===== src/hw/uaez_pkg.sv =====
// Shared constants, types and layout functions for the address and endpoint-zero block
package uaez_pkg;
  // Register offsets on the CPU I/O port
  localparam logic [7:0] ADDR_A_OFS = 8'h10;
  localparam logic [7:0] EP0_A_OFS = 8'h12;
  localparam logic [7:0] ADDR_B_OFS = 8'h40;
  localparam logic [7:0] EP0_B_OFS = 8'h42;
  localparam logic [7:0] USB_SC_OFS = 8'h1F;
  localparam logic [7:0] REG_RESET = 8'h00;
  // Field positions
  localparam int ADDR_EN_BIT = 7;
  localparam int SETUP_BIT = 7;
  localparam int IN_BIT = 6;
  localparam int OUT_BIT = 5;
  localparam int ACK_BIT = 4;
  localparam int CFG_SIZE_BIT = 7;
  localparam int CFG_MODE_BIT = 6;
  localparam int DP_BIT = 5;
  localparam int DM_BIT = 4;
  localparam int ACT_BIT = 3;
  localparam logic [7:0] NONCTL_WMASK = 8'h9F;
  // Mode codes handled here
  localparam logic [3:0] MODE_DISABLE = 4'h0;
  localparam logic [3:0] MODE_NAK_INOUT = 4'h1;
  // Engine stall per byte written to a FIFO
  localparam logic [1:0] BYTE_STALL_CYC = 2'h3;
  localparam logic [5:0] FIFO_SMALL = 6'h08;
  localparam logic [5:0] FIFO_BIG = 6'h20;
  // Endpoint slots: A0..A4, B0 shares slot 3, B1 shares slot 4
  localparam logic [2:0] SLOT_B_OFS = 3'h3;
  localparam logic [2:0] SLOT_A_EPS_TWO = 3'h3;
  localparam logic [2:0] SLOT_B_EPS_TWO = 3'h2;
  localparam logic [2:0] SLOT_A_EPS_ONE = 3'h5;

  typedef enum logic [1:0] {
    UAEZ_PID_OUT = 2'b00,
    UAEZ_PID_IN = 2'b01,
    UAEZ_PID_SETUP = 2'b10,
    UAEZ_PID_NONE = 2'b11
  } uaez_pid_t;

  // FIFO start address of a slot for the chosen size bit
  function automatic logic [7:0] slot_base(input logic big_cfg, input logic [2:0] slot);
    logic [7:0] b;
    b = 8'h00;
    case (slot)
      3'h0: b = big_cfg ? 8'hB8 : 8'hF8;
      3'h1: b = big_cfg ? 8'hC0 : 8'hF0;
      3'h2: b = big_cfg ? 8'hE0 : 8'hE8;
      3'h3: b = big_cfg ? 8'hA8 : 8'hE0;
      3'h4: b = big_cfg ? 8'hB0 : 8'hD8;
      default: b = 8'h00;
    endcase
    return b;
  endfunction

  // FIFO length of a slot
  function automatic logic [5:0] slot_size(input logic big_cfg, input logic [2:0] slot);
    return (big_cfg && (slot == 3'h1 || slot == 3'h2)) ? FIFO_BIG : FIFO_SMALL;
  endfunction

  // True when a RAM address falls in a slot's FIFO
  function automatic logic in_fifo(input logic big_cfg, input logic [2:0] slot,
                                   input logic [7:0] addr);
    logic [8:0] top;
    top = {1'b0, slot_base(big_cfg, slot)} + {3'h0, slot_size(big_cfg, slot)};
    return ({1'b0, addr} >= {1'b0, slot_base(big_cfg, slot)}) && ({1'b0, addr} < top);
  endfunction
endpackage


===== src/hw/uaez_fifo_if.sv =====
// Carrier between the controller and its FIFO byte writer
`timescale 1ns/1ps
interface uaez_fifo_if;
  logic wr_req;
  logic [7:0] wr_addr;
  logic [7:0] wr_data;
  logic busy;
  modport src (output wr_req, output wr_addr, output wr_data, input busy);
  modport sink (input wr_req, input wr_addr, input wr_data, output busy);
endinterface


===== src/hw/uaez_ctrl.sv =====
// USB device addresses, endpoint FIFO routing and endpoint-zero mode registers
// How it works
// RULE1 - Two device-address registers A and B, seven address bits plus enable.
// RULE2 - Cleared config gives address A three endpoints and address B two.
// RULE3 - Reset zeroes both address registers, so neither address is active.
// RULE4 - Firmware loads each address with the nonzero value the host assigned.
// RULE5 - Traffic to an address is answered only while its enable bit is set.
// RULE6 - Status register bits 7 and 6 pick FIFO sizes and address count.
// RULE7 - Size bit clear: five 8-byte FIFOs from 0xD8 to 0xF8.
// RULE8 - Size bit set: 8-byte FIFOs at 0xA8/0xB0/0xB8, 32-byte at 0xC0/0xE0.
// RULE9 - Each engine byte written to a FIFO stalls the CPU three cycles.
// RULE10 - Endpoint zero is bidirectional; others carry one firmware-chosen direction.
// RULE11 - Mode registers clear on reset; two-address modes use control layout.
// RULE12 - Low four mode bits decide how the endpoint answers traffic.
// RULE13 - Engine sets the ACK flag when a transaction ends with ACK.
// RULE14 - Engine sets OUT or IN received flags; firmware clears them.
// RULE15 - Only the engine sets SETUP received; any CPU write clears it.
// RULE16 - SETUP flag held high from setup data start until ACK start.
// RULE17 - Firmware clears SETUP only after the hold and a register read.
// RULE18 - In five-endpoint modes register 0x42 is non-control endpoint three.
// RULE19 - Engine update of bits 6:0 locks CPU writes until a CPU read.
// RULE20 - Write lock applies to endpoint-zero mode registers only.
// RULE21 - Firmware reads back each endpoint-zero write to confirm it.
// RULE22 - CPU writes to endpoint-zero FIFO are blocked while SETUP is set.
// RULE23 - No ack-out/nak-in mode; a new setup may overwrite control-write data.
// RULE24 - Mode 0000 ignores all traffic and is the reset mode.
// RULE25 - Setup token on an enabled control endpoint forces mode 0001.
// RULE26 - Bus activity bit set by engine, cleared by writing zero.
// RULE27 - Token address matched against enabled addresses and routed per config.
`timescale 1ns/1ps
module uaez_ctrl (
  input wire logic i_clk,
  input wire logic i_rst_n,
  input wire logic [7:0] i_io_addr,
  input wire logic i_io_wr,
  input wire logic i_io_rd,
  input wire logic [7:0] i_io_wdata,
  output logic [7:0] o_io_rdata,
  input wire logic i_cpu_ram_we,
  input wire logic [7:0] i_cpu_ram_addr,
  output logic o_cpu_ram_we,
  input wire logic i_tok_valid,
  input wire logic [1:0] i_tok_pid,
  input wire logic [6:0] i_tok_addr,
  input wire logic [3:0] i_tok_ep,
  input wire logic i_data_start,
  input wire logic i_rx_valid,
  input wire logic [7:0] i_rx_byte,
  input wire logic i_ack_start,
  input wire logic i_txn_end,
  input wire logic i_bus_event,
  input wire logic i_dp,
  input wire logic i_dm,
  output logic o_tok_hit,
  output logic o_tok_sel_b,
  output logic [2:0] o_tok_slot,
  output logic o_ep0_ignore,
  output logic [3:0] o_ep0_mode,
  output logic [2:0] o_force_ctl,
  output logic o_cpu_stall,
  output logic o_ram_we,
  output logic [7:0] o_ram_addr,
  output logic [7:0] o_ram_wdata
);
  logic [7:0] addr_a_q;
  logic [7:0] addr_b_q;
  logic [7:0] sc_q;
  logic [1:0] dp_sync_q;
  logic [1:0] dm_sync_q;
  logic [7:0] ep0_q [2];
  logic [7:0] ep0_d [2];
  logic [1:0] lock_q;
  logic [1:0] lock_d;
  logic [1:0] hold_q;
  logic [1:0] hold_d;
  logic [1:0] ctl_fmt;
  logic [1:0] tgt_now;
  logic [1:0] cur_tgt_q;
  logic cur_act_q;
  logic [1:0] cur_pid_q;
  logic [2:0] cur_slot_q;
  logic [5:0] off_q;
  logic map_hit;
  logic map_sel_b;
  logic [2:0] map_slot;
  logic [1:0] cfg;
  logic wr_a;
  logic wr_b;
  logic rd_a;
  logic rd_b;
  logic fifo_prot;
  logic fifo_take;
  uaez_fifo_if fifo ();

  assign cfg = {sc_q[uaez_pkg::CFG_SIZE_BIT], sc_q[uaez_pkg::CFG_MODE_BIT]}; // RULE6
  assign wr_a = i_io_wr && (i_io_addr == uaez_pkg::EP0_A_OFS);
  assign wr_b = i_io_wr && (i_io_addr == uaez_pkg::EP0_B_OFS);
  assign rd_a = i_io_rd && (i_io_addr == uaez_pkg::EP0_A_OFS);
  assign rd_b = i_io_rd && (i_io_addr == uaez_pkg::EP0_B_OFS);
  // Register 0x42 keeps the control layout only in two-address modes
  assign ctl_fmt = {!cfg[0], 1'b1}; // RULE11 RULE18

  uaez_ep_map u_map (
    .i_cfg(cfg),
    .i_addr_a(addr_a_q),
    .i_addr_b(addr_b_q),
    .i_tok_addr(i_tok_addr),
    .i_tok_ep(i_tok_ep),
    .o_hit(map_hit),
    .o_sel_b(map_sel_b),
    .o_slot(map_slot)
  );

  uaez_fifo_wr u_wr (
    .i_clk(i_clk),
    .i_rst_n(i_rst_n),
    .fifo(fifo.sink),
    .o_cpu_stall(o_cpu_stall),
    .o_ram_we(o_ram_we),
    .o_ram_addr(o_ram_addr),
    .o_ram_wdata(o_ram_wdata)
  );

  // Pin levels pass two flip-flops before use
  always_ff @(posedge i_clk or negedge i_rst_n) begin
    if (!i_rst_n) begin
      dp_sync_q <= 2'h0;
      dm_sync_q <= 2'h0;
    end else begin
      dp_sync_q <= {dp_sync_q[0], i_dp};
      dm_sync_q <= {dm_sync_q[0], i_dm};
    end
  end

  // Device address registers, cleared by reset
  always_ff @(posedge i_clk or negedge i_rst_n) begin
    if (!i_rst_n) begin
      addr_a_q <= uaez_pkg::REG_RESET; // RULE3
      addr_b_q <= uaez_pkg::REG_RESET; // RULE3
    end else begin
      if (i_io_wr && i_io_addr == uaez_pkg::ADDR_A_OFS) begin
        addr_a_q <= i_io_wdata; // RULE1
      end
      if (i_io_wr && i_io_addr == uaez_pkg::ADDR_B_OFS) begin
        addr_b_q <= i_io_wdata; // RULE1
      end
    end
  end

  // Status and control: config, sticky activity, forced drive bits
  always_ff @(posedge i_clk or negedge i_rst_n) begin
    if (!i_rst_n) begin
      sc_q <= uaez_pkg::REG_RESET; // RULE2
    end else begin
      if (i_io_wr && i_io_addr == uaez_pkg::USB_SC_OFS) begin
        sc_q[7:6] <= i_io_wdata[7:6]; // RULE6
        sc_q[2:0] <= i_io_wdata[2:0];
        sc_q[uaez_pkg::ACT_BIT] <= sc_q[uaez_pkg::ACT_BIT] &&
                                   i_io_wdata[uaez_pkg::ACT_BIT]; // RULE26
      end
      if (i_bus_event) begin
        sc_q[uaez_pkg::ACT_BIT] <= 1'b1; // RULE26
      end
    end
  end
  assign o_force_ctl = sc_q[2:0];

  // Which endpoint-zero register a new token hits
  always_comb begin
    tgt_now[0] = i_tok_valid && map_hit && (map_slot == 3'h0);
    tgt_now[1] = i_tok_valid && map_hit && (map_slot == uaez_pkg::SLOT_B_OFS);
  end

  // Current transaction context
  always_ff @(posedge i_clk or negedge i_rst_n) begin
    if (!i_rst_n) begin
      cur_tgt_q <= 2'h0;
      cur_act_q <= 1'b0;
      cur_pid_q <= uaez_pkg::UAEZ_PID_NONE;
      cur_slot_q <= 3'h0;
    end else if (i_tok_valid) begin
      cur_tgt_q <= tgt_now;
      cur_pid_q <= i_tok_pid;
      cur_slot_q <= map_slot;
      // Disabled control endpoints take no data at all
      cur_act_q <= map_hit && !((tgt_now[0] && ep0_q[0][3:0] == uaez_pkg::MODE_DISABLE) || // RULE24
                               (tgt_now[1] && ep0_q[1][3:0] == uaez_pkg::MODE_DISABLE));
    end else if (i_txn_end) begin
      cur_tgt_q <= 2'h0;
      cur_act_q <= 1'b0;
      cur_pid_q <= uaez_pkg::UAEZ_PID_NONE;
    end
  end

  // Mode, flags, lock and setup hold of both endpoint-zero registers
  always_comb begin
    for (int r = 0; r < 2; r++) begin
      ep0_d[r] = ep0_q[r];
      lock_d[r] = lock_q[r];
      hold_d[r] = hold_q[r];
      if ((r == 0) ? wr_a : wr_b) begin
        if (!ctl_fmt[r]) begin
          ep0_d[r] = i_io_wdata & uaez_pkg::NONCTL_WMASK; // RULE20
        end else begin
          ep0_d[r][uaez_pkg::SETUP_BIT] = 1'b0; // RULE15
          if (!lock_q[r]) begin
            ep0_d[r][6:0] = i_io_wdata[6:0]; // RULE19
          end
        end
      end
      if (((r == 0) ? rd_a : rd_b) && ctl_fmt[r]) begin
        lock_d[r] = 1'b0; // RULE19
      end
      // Engine updates follow, so a set wins over a CPU clear
      if (tgt_now[r] && ctl_fmt[r] && ep0_q[r][3:0] != uaez_pkg::MODE_DISABLE) begin // RULE24
        case (i_tok_pid)
          uaez_pkg::UAEZ_PID_OUT: ep0_d[r][uaez_pkg::OUT_BIT] = 1'b1; // RULE14
          uaez_pkg::UAEZ_PID_IN: ep0_d[r][uaez_pkg::IN_BIT] = 1'b1; // RULE14
          uaez_pkg::UAEZ_PID_SETUP: ep0_d[r][3:0] = uaez_pkg::MODE_NAK_INOUT; // RULE25
          default: ep0_d[r] = ep0_d[r];
        endcase
        lock_d[r] = 1'b1; // RULE19
      end
      if (i_data_start && cur_tgt_q[r] && cur_act_q && ctl_fmt[r] &&
          cur_pid_q == uaez_pkg::UAEZ_PID_SETUP) begin
        hold_d[r] = 1'b1; // RULE16
      end
      if (i_ack_start && cur_tgt_q[r]) begin
        hold_d[r] = 1'b0; // RULE16
        ep0_d[r][uaez_pkg::ACK_BIT] = 1'b1; // RULE13
        if (ctl_fmt[r]) begin
          lock_d[r] = 1'b1; // RULE19
        end
      end
      // Held setup flag overrides any CPU clear
      if (hold_d[r]) begin
        ep0_d[r][uaez_pkg::SETUP_BIT] = 1'b1; // RULE15 RULE16
      end
      // Non-control layout has neither lock nor hold
      if (!ctl_fmt[r]) begin
        lock_d[r] = 1'b0; // RULE20
        hold_d[r] = 1'b0;
      end
    end
  end

  // Endpoint-zero register state, cleared by reset
  always_ff @(posedge i_clk or negedge i_rst_n) begin
    if (!i_rst_n) begin
      ep0_q[0] <= uaez_pkg::REG_RESET; // RULE11 RULE24
      ep0_q[1] <= uaez_pkg::REG_RESET; // RULE11 RULE24
      lock_q <= 2'h0;
      hold_q <= 2'h0;
    end else begin
      ep0_q[0] <= ep0_d[0];
      ep0_q[1] <= ep0_d[1];
      lock_q <= lock_d;
      hold_q <= hold_d;
    end
  end

  // Received data bytes go to the routed FIFO; setup data lands in every mode except disable
  assign fifo_take = i_rx_valid && cur_act_q && cur_pid_q != uaez_pkg::UAEZ_PID_IN && // RULE10
                     (off_q < uaez_pkg::slot_size(cfg[1], cur_slot_q)) && !fifo.busy; // RULE23
  assign fifo.wr_req = fifo_take;
  assign fifo.wr_addr = uaez_pkg::slot_base(cfg[1], cur_slot_q) + {2'h0, off_q}; // RULE7 RULE8
  assign fifo.wr_data = i_rx_byte;

  // FIFO byte offset within the packet
  always_ff @(posedge i_clk or negedge i_rst_n) begin
    if (!i_rst_n) begin
      off_q <= 6'h00;
    end else if (i_data_start) begin
      off_q <= 6'h00;
    end else if (fifo_take) begin
      off_q <= off_q + 6'h01;
    end
  end

  // CPU RAM writes blocked over endpoint-zero FIFO while SETUP is set
  assign fifo_prot = (ep0_q[0][uaez_pkg::SETUP_BIT] &&
                      uaez_pkg::in_fifo(cfg[1], 3'h0, i_cpu_ram_addr)) ||
                     (ctl_fmt[1] && ep0_q[1][uaez_pkg::SETUP_BIT] &&
                      uaez_pkg::in_fifo(cfg[1], uaez_pkg::SLOT_B_OFS, i_cpu_ram_addr));
  assign o_cpu_ram_we = i_cpu_ram_we && !fifo_prot; // RULE22

  // Registered read data; unmapped offsets read zero
  always_ff @(posedge i_clk or negedge i_rst_n) begin
    if (!i_rst_n) begin
      o_io_rdata <= 8'h00;
    end else if (i_io_rd) begin
      case (i_io_addr)
        uaez_pkg::ADDR_A_OFS: o_io_rdata <= addr_a_q;
        uaez_pkg::ADDR_B_OFS: o_io_rdata <= addr_b_q;
        uaez_pkg::EP0_A_OFS: o_io_rdata <= ep0_q[0];
        uaez_pkg::EP0_B_OFS: o_io_rdata <= ep0_q[1];
        uaez_pkg::USB_SC_OFS: o_io_rdata <= {sc_q[7:6], dp_sync_q[1], dm_sync_q[1], sc_q[3:0]};
        default: o_io_rdata <= 8'h00;
      endcase
    end
  end

  // Routing and endpoint-zero response to the engine
  assign o_tok_hit = map_hit;
  assign o_tok_sel_b = map_sel_b;
  assign o_tok_slot = map_slot;
  assign o_ep0_mode = tgt_now[1] ? ep0_q[1][3:0] : ep0_q[0][3:0]; // RULE12
  assign o_ep0_ignore = (tgt_now[0] || tgt_now[1]) && o_ep0_mode == uaez_pkg::MODE_DISABLE; // RULE24

  a_hit_needs_enable: assert property (@(posedge i_clk) disable iff (!i_rst_n) // RULE5
    map_hit |-> (addr_a_q[uaez_pkg::ADDR_EN_BIT] || addr_b_q[uaez_pkg::ADDR_EN_BIT]))
    else $error("token matched a disabled address");
  a_setup_held_high: assert property (@(posedge i_clk) disable iff (!i_rst_n) // RULE16
    hold_q[0] |-> ep0_q[0][uaez_pkg::SETUP_BIT])
    else $error("setup flag low during hold");
  a_setup_write_clears: assert property (@(posedge i_clk) disable iff (!i_rst_n) // RULE15
    (wr_a && !hold_d[0]) |=> !ep0_q[0][uaez_pkg::SETUP_BIT])
    else $error("cpu write did not clear setup flag");
  a_lock_blocks_write: assert property (@(posedge i_clk) disable iff (!i_rst_n) // RULE19
    (wr_a && lock_q[0] && !tgt_now[0] && !(i_ack_start && cur_tgt_q[0]))
    |=> ep0_q[0][6:0] == $past(ep0_q[0][6:0]))
    else $error("locked endpoint-zero bits changed by cpu");
  a_read_unlocks: assert property (@(posedge i_clk) disable iff (!i_rst_n) // RULE19
    (rd_a && !tgt_now[0] && !i_ack_start) |=> !lock_q[0])
    else $error("read did not unlock");
  a_setup_forces_nak: assert property (@(posedge i_clk) disable iff (!i_rst_n) // RULE25
    (tgt_now[0] && i_tok_pid == uaez_pkg::UAEZ_PID_SETUP &&
     ep0_q[0][3:0] != uaez_pkg::MODE_DISABLE)
    |=> ep0_q[0][3:0] == uaez_pkg::MODE_NAK_INOUT)
    else $error("setup did not force nak mode");
  a_activity_sticky: assert property (@(posedge i_clk) disable iff (!i_rst_n) // RULE26
    i_bus_event |=> sc_q[uaez_pkg::ACT_BIT])
    else $error("bus activity not set");
  a_fifo_protect: assert property (@(posedge i_clk) disable iff (!i_rst_n) // RULE22
    (ep0_q[0][uaez_pkg::SETUP_BIT] && uaez_pkg::in_fifo(cfg[1], 3'h0, i_cpu_ram_addr))
    |-> !o_cpu_ram_we)
    else $error("cpu wrote endpoint-zero fifo during setup");
  a_ack_sets_flag: assert property (@(posedge i_clk) disable iff (!i_rst_n) // RULE13
    (i_ack_start && cur_tgt_q[1]) |=> ep0_q[1][uaez_pkg::ACK_BIT])
    else $error("ack flag not set");
  a_disabled_stays: assert property (@(posedge i_clk) disable iff (!i_rst_n) // RULE24
    (tgt_now[0] && ep0_q[0][3:0] == uaez_pkg::MODE_DISABLE && !wr_a)
    |=> ep0_q[0][3:0] == uaez_pkg::MODE_DISABLE)
    else $error("disabled endpoint zero changed mode");
  a_in_flag_set: assert property (@(posedge i_clk) disable iff (!i_rst_n) // RULE14
    (tgt_now[0] && i_tok_pid == uaez_pkg::UAEZ_PID_IN &&
     ep0_q[0][3:0] != uaez_pkg::MODE_DISABLE) |=> ep0_q[0][uaez_pkg::IN_BIT])
    else $error("in received flag not set");
endmodule


===== src/hw/uaez_ep_map.sv =====
// Token address match and endpoint slot routing
`timescale 1ns/1ps
module uaez_ep_map (
  input wire logic [1:0] i_cfg,
  input wire logic [7:0] i_addr_a,
  input wire logic [7:0] i_addr_b,
  input wire logic [6:0] i_tok_addr,
  input wire logic [3:0] i_tok_ep,
  output logic o_hit,
  output logic o_sel_b,
  output logic [2:0] o_slot
);
  logic hit_a;
  logic hit_b;
  logic one_addr;

  // Compare against enabled addresses only
  assign one_addr = i_cfg[0];
  assign hit_a = i_addr_a[uaez_pkg::ADDR_EN_BIT] && (i_addr_a[6:0] == i_tok_addr) && // RULE5
                 (i_tok_ep < {1'b0, one_addr ? uaez_pkg::SLOT_A_EPS_ONE
                                             : uaez_pkg::SLOT_A_EPS_TWO}); // RULE27
  // Cleared config gives A three endpoints and B two
  assign hit_b = !one_addr && i_addr_b[uaez_pkg::ADDR_EN_BIT] && // RULE2
                 (i_addr_b[6:0] == i_tok_addr) &&
                 (i_tok_ep < {1'b0, uaez_pkg::SLOT_B_EPS_TWO}); // RULE27
  assign o_hit = hit_a || hit_b;
  assign o_sel_b = hit_b && !hit_a;
  assign o_slot = o_sel_b ? (i_tok_ep[2:0] + uaez_pkg::SLOT_B_OFS) : i_tok_ep[2:0];
endmodule


===== src/hw/uaez_fifo_wr.sv =====
// Engine-side FIFO byte writer that owns the data bus for three cycles per byte
`timescale 1ns/1ps
module uaez_fifo_wr (
  input wire logic i_clk,
  input wire logic i_rst_n,
  uaez_fifo_if.sink fifo,
  output logic o_cpu_stall,
  output logic o_ram_we,
  output logic [7:0] o_ram_addr,
  output logic [7:0] o_ram_wdata
);
  typedef enum logic [0:0] {
    UAEZ_WR_IDLE = 1'b0,
    UAEZ_WR_BUSY = 1'b1
  } uaez_wr_t;

  uaez_wr_t state_q;
  logic [1:0] cnt_q;

  // Bus ownership sequence
  always_ff @(posedge i_clk or negedge i_rst_n) begin
    if (!i_rst_n) begin
      state_q <= UAEZ_WR_IDLE;
      cnt_q <= 2'h0;
    end else begin
      case (state_q)
        UAEZ_WR_IDLE: begin
          if (fifo.wr_req) begin
            state_q <= UAEZ_WR_BUSY;
            cnt_q <= uaez_pkg::BYTE_STALL_CYC - 2'h1; // RULE9
          end
        end
        UAEZ_WR_BUSY: begin
          if (cnt_q == 2'h1) begin
            state_q <= UAEZ_WR_IDLE;
          end
          cnt_q <= cnt_q - 2'h1;
        end
        default: state_q <= UAEZ_WR_IDLE;
      endcase
    end
  end

  // Latched byte and address, write strobe at the end of the slot
  always_ff @(posedge i_clk or negedge i_rst_n) begin
    if (!i_rst_n) begin
      o_ram_addr <= 8'h00;
      o_ram_wdata <= 8'h00;
      o_ram_we <= 1'b0;
    end else begin
      if (fifo.wr_req && state_q == UAEZ_WR_IDLE) begin
        o_ram_addr <= fifo.wr_addr;
        o_ram_wdata <= fifo.wr_data;
      end
      o_ram_we <= (state_q == UAEZ_WR_BUSY) && (cnt_q == 2'h1);
    end
  end

  assign fifo.busy = (state_q == UAEZ_WR_BUSY);
  assign o_cpu_stall = fifo.wr_req || (state_q == UAEZ_WR_BUSY); // RULE9

  a_stall_three_cyc: assert property (@(posedge i_clk) disable iff (!i_rst_n) // RULE9
    (fifo.wr_req && state_q == UAEZ_WR_IDLE) |-> o_cpu_stall ##1 o_cpu_stall[*2] ##1 !fifo.busy)
    else $error("engine stall not three cycles per byte");
endmodule


===== config.mk =====
export PLATFORM = sky130hd
export DESIGN_NAME = uaez_ctrl
export DESIGN_NICKNAME = d
export VERILOG_FILES = /design/src/hw/uaez_pkg.sv /design/src/hw/uaez_fifo_if.sv /design/src/hw/uaez_ctrl.sv /design/src/hw/uaez_ep_map.sv /design/src/hw/uaez_fifo_wr.sv
export SDC_FILE = /design/constraint.sdc
export NUM_CORES = 1
export LEC_CHECK = 0
export ABC_AREA = 0
export ABC_CLOCK_PERIOD_IN_PS = 3600
export BUFFER_PORTS_ARGS = -buffer_cell sky130_fd_sc_hd__buf_2
export CORE_MARGIN = 3
export CORE_UTILIZATION = 30
export CTS_CLUSTER_SIZE = 20
export DETAILED_ROUTE_END_ITERATION = 12
export PLACE_DENSITY = 0.59
export SLEW_MARGIN = 5
export SYNTH_ARGS = -nofsm -noshare
export SYNTH_HDL_FRONTEND = slang
export SYNTH_SLANG_ARGS = --single-unit

===== constraint.sdc =====
create_clock -name i_clk -period 3.6 [get_ports i_clk]
set_input_delay 0.72 -clock i_clk [delete_from_list [all_inputs] [get_ports i_clk]]
set_output_delay 0.72 -clock i_clk [all_outputs]
set_load 0.02 [all_outputs]

# After elaboration in Yosys (flattened, before gate mapping)

Cells that the tools add are included.

Reduce and logical (&&, ||, !) cells: 71
Mux-type cells: 55
Equality and inequality tests: 18
Order comparisons: 7
Bitwise logic cells: 1
Add/sub/neg operators: 6

Operators by type and width:

| kind                                           | number |
|---|---|
| one-hot mux 8 bit (5 select lines)             | 2 |
| 2-to-1 mux 7 bit                               | 7 |
| logical AND 1 bit                              | 47 |
| 2-to-1 mux 1 bit                               | 25 |
| == test 8 x 5 -> 1 bit (second input constant) | 3 |
| 2-to-1 mux 6 bit                               | 4 |
| 2-to-1 mux 8 bit                               | 3 |
| 2-to-1 mux 4 bit                               | 5 |
| adder 8 x 4 -> 9 bit (second input constant)   | 2 |
| < comparator 8 x 9 -> 1 bit                    | 2 |
| == test 8 x 7 -> 1 bit (second input constant) | 2 |
| greater-or-equal comparator 8 bit              | 2 |
| == test 7 bit                                  | 2 |
| zero test 4 bit                                | 3 |
| nonzero test 4 bit                             | 3 |
| 2-to-1 mux 2 bit                               | 5 |
| == test 3 x 2 -> 1 bit (second input constant) | 3 |
| adder 8 x 6 -> 8 bit                           | 1 |
| adder 6 x 1 -> 6 bit (second input constant)   | 1 |
| zero test 3 bit                                | 2 |
| logical OR 1 bit                               | 6 |
| < comparator 6 bit                             | 1 |
| 2-to-1 mux 3 bit                               | 2 |
| nonzero test 2 bit                             | 3 |
| 15 further kinds                               | 22 |

Output and inout port bits: 40
Input port bits: 58
Bits in registers: 88
Logic and storage cells: 181

# Logic depth before layout (Yosys ltp)

Word-level depth: 13
Gate-level depth with buffers: 11
Gate-level depth less buffers: 10

# By module

A second synthesis with hierarchy kept.

Cell total of the unflattened synthesis: 437
Area total of the unflattened synthesis: 4844.6 um2

By module, submodules not included:

| module       | cells each | seq. area each (um2) | area each (um2) | times used |
|---|---|---|---|---|
| uaez_ctrl    | 353        | 1704.1               | 3746.1          | 1 |
| uaez_fifo_wr | 49         | 500.5                | 817.0           | 1 |
| uaez_ep_map  | 35         | 0.0                  | 281.5           | 1 |

# Worst setup path after synthesis

No wires, ideal clock.

Kind: flip-flop to output port
From: register sc_q[6] (netlist: cfg[0])
To: output port o_ep0_mode[2]
Arrival time: 2.876 ns
Setup slack: 0.004 ns
Required time: 2.880 ns
Stages on the path, launching flop included: 10
Buffers on the path: 2
Cells stage by stage: dfrtp_1 -> clkbuf_1 -> inv_1 -> ha_1 -> or3b_1 -> nor4_1 -> and3_1 -> mux2i_1 -> clkbuf_1 -> mux2_1

Cells in the longest elaborated chain, start to end: 9
Elaborated cells on any way between the ends: 15
Classes of those cells: order compare: 1; eq/ne: 1; mux: 3; reduce/logical: 10

RTL lines:

| element                                                          | line                                 | RTL |
|---|---|---|
| from (decl)                                                      | uaez_ctrl.sv:67                      | `logic [7:0] sc_q;` |
| from (signal assigned)                                           | uaez_ctrl.sv:153                     | `sc_q <= uaez_pkg::REG_RESET;` |
| from (signal assigned)                                           | uaez_ctrl.sv:156                     | `sc_q[7:6] <= i_io_wdata[7:6];` |
| from (signal, indexed assignment)                                | uaez_ctrl.sv:158                     | `sc_q[uaez_pkg::ACT_BIT] <= sc_q[uaez_pkg::ACT_BIT] &&` |
| 2-to-1 mux 3 bit or zero test 1 bit (tied branches)              | uaez_ep_map.sv:20, uaez_ep_map.sv:23 |  |
| < comparator 4 x 3 -> 1 bit or logical AND 1 bit (tied branches) | uaez_ep_map.sv:20, uaez_ep_map.sv:23 |  |
| logical AND 1 bit, on equally long branches                      | uaez_ep_map.sv:19, uaez_ep_map.sv:23 |  |
| zero test 1 bit or logical AND 1 bit (tied branches)             | uaez_ep_map.sv:27, uaez_ep_map.sv:24 |  |
| logical AND 1 bit                                                | uaez_ep_map.sv:27                    | `assign o_sel_b = hit_b && !hit_a;` |
| 2-to-1 mux 3 bit                                                 | uaez_ep_map.sv:28                    | `assign o_slot = o_sel_b ? (i_tok_ep[2:0] + uaez_pkg::SLOT_B_OFS) : i_tok_ep[2:0];` |
| == test 3 x 2 -> 1 bit                                           | uaez_ctrl.sv:171                     | `tgt_now[1] = i_tok_valid && map_hit && (map_slot == uaez_pkg::SLOT_B_OFS);` |
| logical AND 1 bit *                                              | uaez_ctrl.sv:171                     |  |
| 2-to-1 mux 4 bit *                                               | uaez_ctrl.sv:307                     | `assign o_ep0_mode = tgt_now[1] ? ep0_q[1][3:0] : ep0_q[0][3:0];` |
| to (decl)                                                        | uaez_ctrl.sv:58                      | `output logic [3:0] o_ep0_mode,` |

Mark *: on every way between the ends. The rest lies on a longest branch, timed or not.

# Worst setup path in the final report

From: input port i_tok_ep[2]
To: output port o_ep0_mode[1]

Cells in the longest elaborated chain, start to end: 8
Elaborated cells on any way between the ends: 13
Classes of those cells: add/sub: 1; order compare: 2; eq/ne: 1; mux: 2; reduce/logical: 7

RTL lines:

| element                     | line              | RTL |
|---|---|---|
| from (decl)                 | uaez_ctrl.sv:45   | `input wire logic [3:0] i_tok_ep,` |
| < comparator 4 x 3 -> 1 bit | uaez_ep_map.sv:20 | `(i_tok_ep < {1'b0, one_addr ? uaez_pkg::SLOT_A_EPS_ONE` |
| logical AND 1 bit           | uaez_ep_map.sv:19 | `assign hit_a = i_addr_a[uaez_pkg::ADDR_EN_BIT] && (i_addr_a[6:0] == i_tok_addr) &&` |
| zero test 1 bit             | uaez_ep_map.sv:27 |  |
| logical AND 1 bit           | uaez_ep_map.sv:27 |  |
| 2-to-1 mux 3 bit            | uaez_ep_map.sv:28 |  |
| == test 3 x 2 -> 1 bit      | uaez_ctrl.sv:171  |  |
| logical AND 1 bit *         | uaez_ctrl.sv:171  |  |
| 2-to-1 mux 4 bit *          | uaez_ctrl.sv:307  |  |

Marked as above.

==> results by group <==
Place
  – Post-DP HPWL: 10.11 mm
  – Port bufs: 97
  – Dpl cell area: about 5600 sq um
  – RePlAce Congestion: 0.8742

Power
  – Total Power: between 2000 and 2500 uW
  – Pleak: between 0.002 and 0.003 uW
  – Worst vdd ir: 0.2236 mV
  – Pwr dens: between 300 and 400 nW/um^2

Synthesis
  – Yosys top cell area share: 44.98%
  – Post-synth EDFFs: 0
  – Synth Net Count: 509
  – Synth area leader: dfrtp_1
  – Post-synthesis compound-gate area fraction: 14.41%
  – Mean Syn Cell Area: 10.97 sq um
  – Largest family of logic cells by synthesized area: simple AND/OR/NAND/NOR gates
  – Post-Synthesis Cells: around 440
  – Synthesized flop and latch total: ~90
  – Synth Warn #: 0
  – Top post-synthesis cells by area: dfrtp_1 45%, mux2_1 7.8%, ha_1 3.7%
  – Top FF cell, synth: dfrtp_1
  – Most common cell in the netlist: dfrtp_1
  – Register area share after synthesis: 46.08%
  – Xor/xnor cell area share of the yosys netlist: under 10%
  – Post-Synth Simple-Gate Area: between 15 and 20%
  – Post-Syn Area: between 4000 and 5000 sq um
  – Mux share of post-synthesis cell area: between 10% and 20%
  – Synth cell count leaders: 86 x dfrtp_1, 33 x mux2_1, 25 x nor2_1
  – Async set-or-reset flop fraction in the synthesized netlist: 100.0%
  – Adder-cell share of the synthesized area: under 10%
  – Yosys cell types: 70

Job
  – Max_cap viols: 0

Clock tree
  – # clock sinks: roughly 90
  – Clock transition at path regs: about 70 ps
  – Hold Buf Count CTS: 0
  – CTS tree: done
  – Clk_lat worst skew: approximately 350 ps
  – Root Driver: clkbuf_16
  – CTS H-tree lvls: 3
  – CTS Buf Count: 9
  – Max Root-Sink Buffers: 2

Worst setup path
  – CP peak stage delay: 400 ps
  – Required time worst endpoint: between 2000 and 3000 ps
  – Critical Path Source Type: input port
  – CP max stage cell: or3b_4
  – Crit-path max FO: 7
  – Worst Setup Path Type: input port to output pin
  – Worst Setup End Kind: output pin
  – Data arrival, critical path: 2790 ps
  – CP cell instances: buf_2 -> ha_1 -> or3b_4 -> nor4_4 -> and3_4 -> mux2i_2 -> buf_4 -> mux2_1 -> buf_2
  – CP dominant cell by count: buf_2

STA
  – Final setup viols: 0
  – Setup TNS: 0 ps
  – FMAX: approximately 280 MHz
  – Final Hold Viols: 0
  – Min cycle time layout: 3513 ps
  – Worst-case clock skew: around 8.7 ps
  – Final worst path period share: 97.58%
  – RSZ-0062 raised after global routing: false
  – Worst Max-Slew Pin Slew: 661.6 ps
  – Slew HR: a little under three fifths
  – Pins Over Slew Limit: 0

Detailed routing
  – DR vias/cell: 5.075
  – Post-route ant nets: 0
  – Initial drt markers: between 200 and 250
  – Vias: between 3000 and 4000
  – Routed WL: 13.21 mm
  – Drt wl/cell: about 17 um
  – Remaining DRCs: 0
  – Pre-antenna DRT Iters: 5

Die
  – Die X: about 130 um
  – Initial core utilization: between 30% and 40%
  – Core Footprint: about 15000 sq um
  – DIE HEIGHT: 132.3 um
  – DIE AREA: ~17000 sq um
  – Standard-cell row count: 45
  – I/O pin total: 98

Cells and area
  – Layout cells sized above 1: just under 30%
  – Fill count: about 1600
  – Final instance area: about 6000 sq um
  – Layout Area Growth over Synthesis: 24.29%
  – Antenna cells: 0
  – NumNets Final: 622

Global route
  – Largest net degree at the start of global routing: 34
  – Vias in the first global route: between 3000 and 4000
  – Global-route usage over all layers: between 10% and 20%
  – Initial antenna violation count: 0
  – Total grt overflow: 0
  – First-pass GRT wire length: around 21 mm

Hold path
  – Hold Path Class: input port to async pin

Run status
  – Status: complete, no violations
## repair_timing
action                                  CTS  global route
setup buffers                             1             0
pin swaps                                 1             1
gates resized for setup                   2             5
endpoints found under the setup margin    4             5
## metrics by stage
| stage | setup slack (ps) | util (%) | cells | hold slack [ps] |
|---|---|---|---|---|
| 2_1_floorplan | 4.202 | - | 436 | 331.2 |
| 3_3_place_gp | -3.042 | 36.38 | 748 | 331.8 |
| 3_5_place_dp | -36.94 | 36.38 | 748 | 335.6 |
| 4_1_cts | 6.838 | 38.38 | 765 | 328.7 |
| 5_1_grt | 19.08 | 38.55 | 765 | 336.4 |
| 6_report | 87.27 | 38.55 | 765 | 311.4 |
## routing by layer
metal	GRT usage [%]	wire (um)	up-vias
met5	0	0	-
met3	3.779	848	17
met1	20.76	5970	1880
met2	24.49	6140	124
li1	-	-	1861
met4	4.850	251	0
## where the power goes
part	switching [uW]	total, uW	internal (uW)
Clock	394	919	525
Sequential	33.4	1060	1020
Combinational	157	258	102
Total	584	2230	1650
## final cells by class
cell class | count | area, sq um | area share, %
Timing Repair Buffer | 118 | 645.6 | 10.86
Multi-Input combinational cell | 313 | 2467 | 41.49
Clock inverter | 4 | 27.53 | 0.4629
Tap cell | 211 | 264.0 | 4.439
Inverter | 19 | 71.32 | 1.199
Sequential cell | 88 | 2205 | 37.07
Clock buffer | 12 | 266.5 | 4.481
## worst paths after layout
path | cells past startpoint | startpoint | endpoint | slack, ps
worst max-delay path | 9 | i_tok_ep[2] | o_ep0_mode[1] | 90
worst min-delay path | 1 | i_rst_n | ep0_q[1] | 310
worst max register to register | 8 | cur_slot_q[0] | off_q[5] | 920
worst min register to register | 0 | dp_sync_q[0] | dp_sync_q[1] | 350
max in group asynchronous | 2 | i_rst_n | cur_pid_q[1] | 2460
min in group i_clk | 0 | dp_sync_q[0] | dp_sync_q[1] | 350
## layout by cell type (no fill, tap or decap), types with 8 or more instances in the layout
cell type and count:
a21oi_1 17, a222oi_1 8, a22oi_1 11, a31oi_1 12
buf_2 96, buf_4 22, clkbuf_16 9, dfrtp_1 86
ha_1 14, inv_1 18, mux2_1 33, mux2_4 8
mux2i_1 11, nand2_1 22, nand2b_1 9, nand3_1 9
nand4_1 9, nor2_1 25, nor4_1 10, o21ai_0 9
o21ai_1 8, xor2_1 16
## sequential cells by signal, summed over array words and instances (netlist names), 3 cells and up
signal,count
addr_a_q,8
addr_b_q,8
cur_slot_q,3
ep0_q,16
o_force_ctl,3
o_io_rdata,8
off_q,6
u_wr.o_ram_addr,8
u_wr.o_ram_wdata,8
## worst max-delay path: cells and delay by family
kind | cells | cell delay (ps)
multiplexers | 2 | 560
adder cells (fa/ha/maj) | 1 | 200
AND/OR/NAND/NOR | 3 | 830
buffers and inverters | 3 | 460
## cells by family (layout without fill, tap and decap cells)
family / count (synthesis) / in the layout
AND/OR/NAND/NOR: 125 / 125
AO/OA/AOI/OAI: 98 / 98
flip-flops: 88 / 88
multiplexers: 56 / 56
buffers and inverters: 35 / 153
XOR/XNOR: 19 / 19
adder cells (fa/ha/maj): 15 / 15
(Power assumes the default switching activity.)
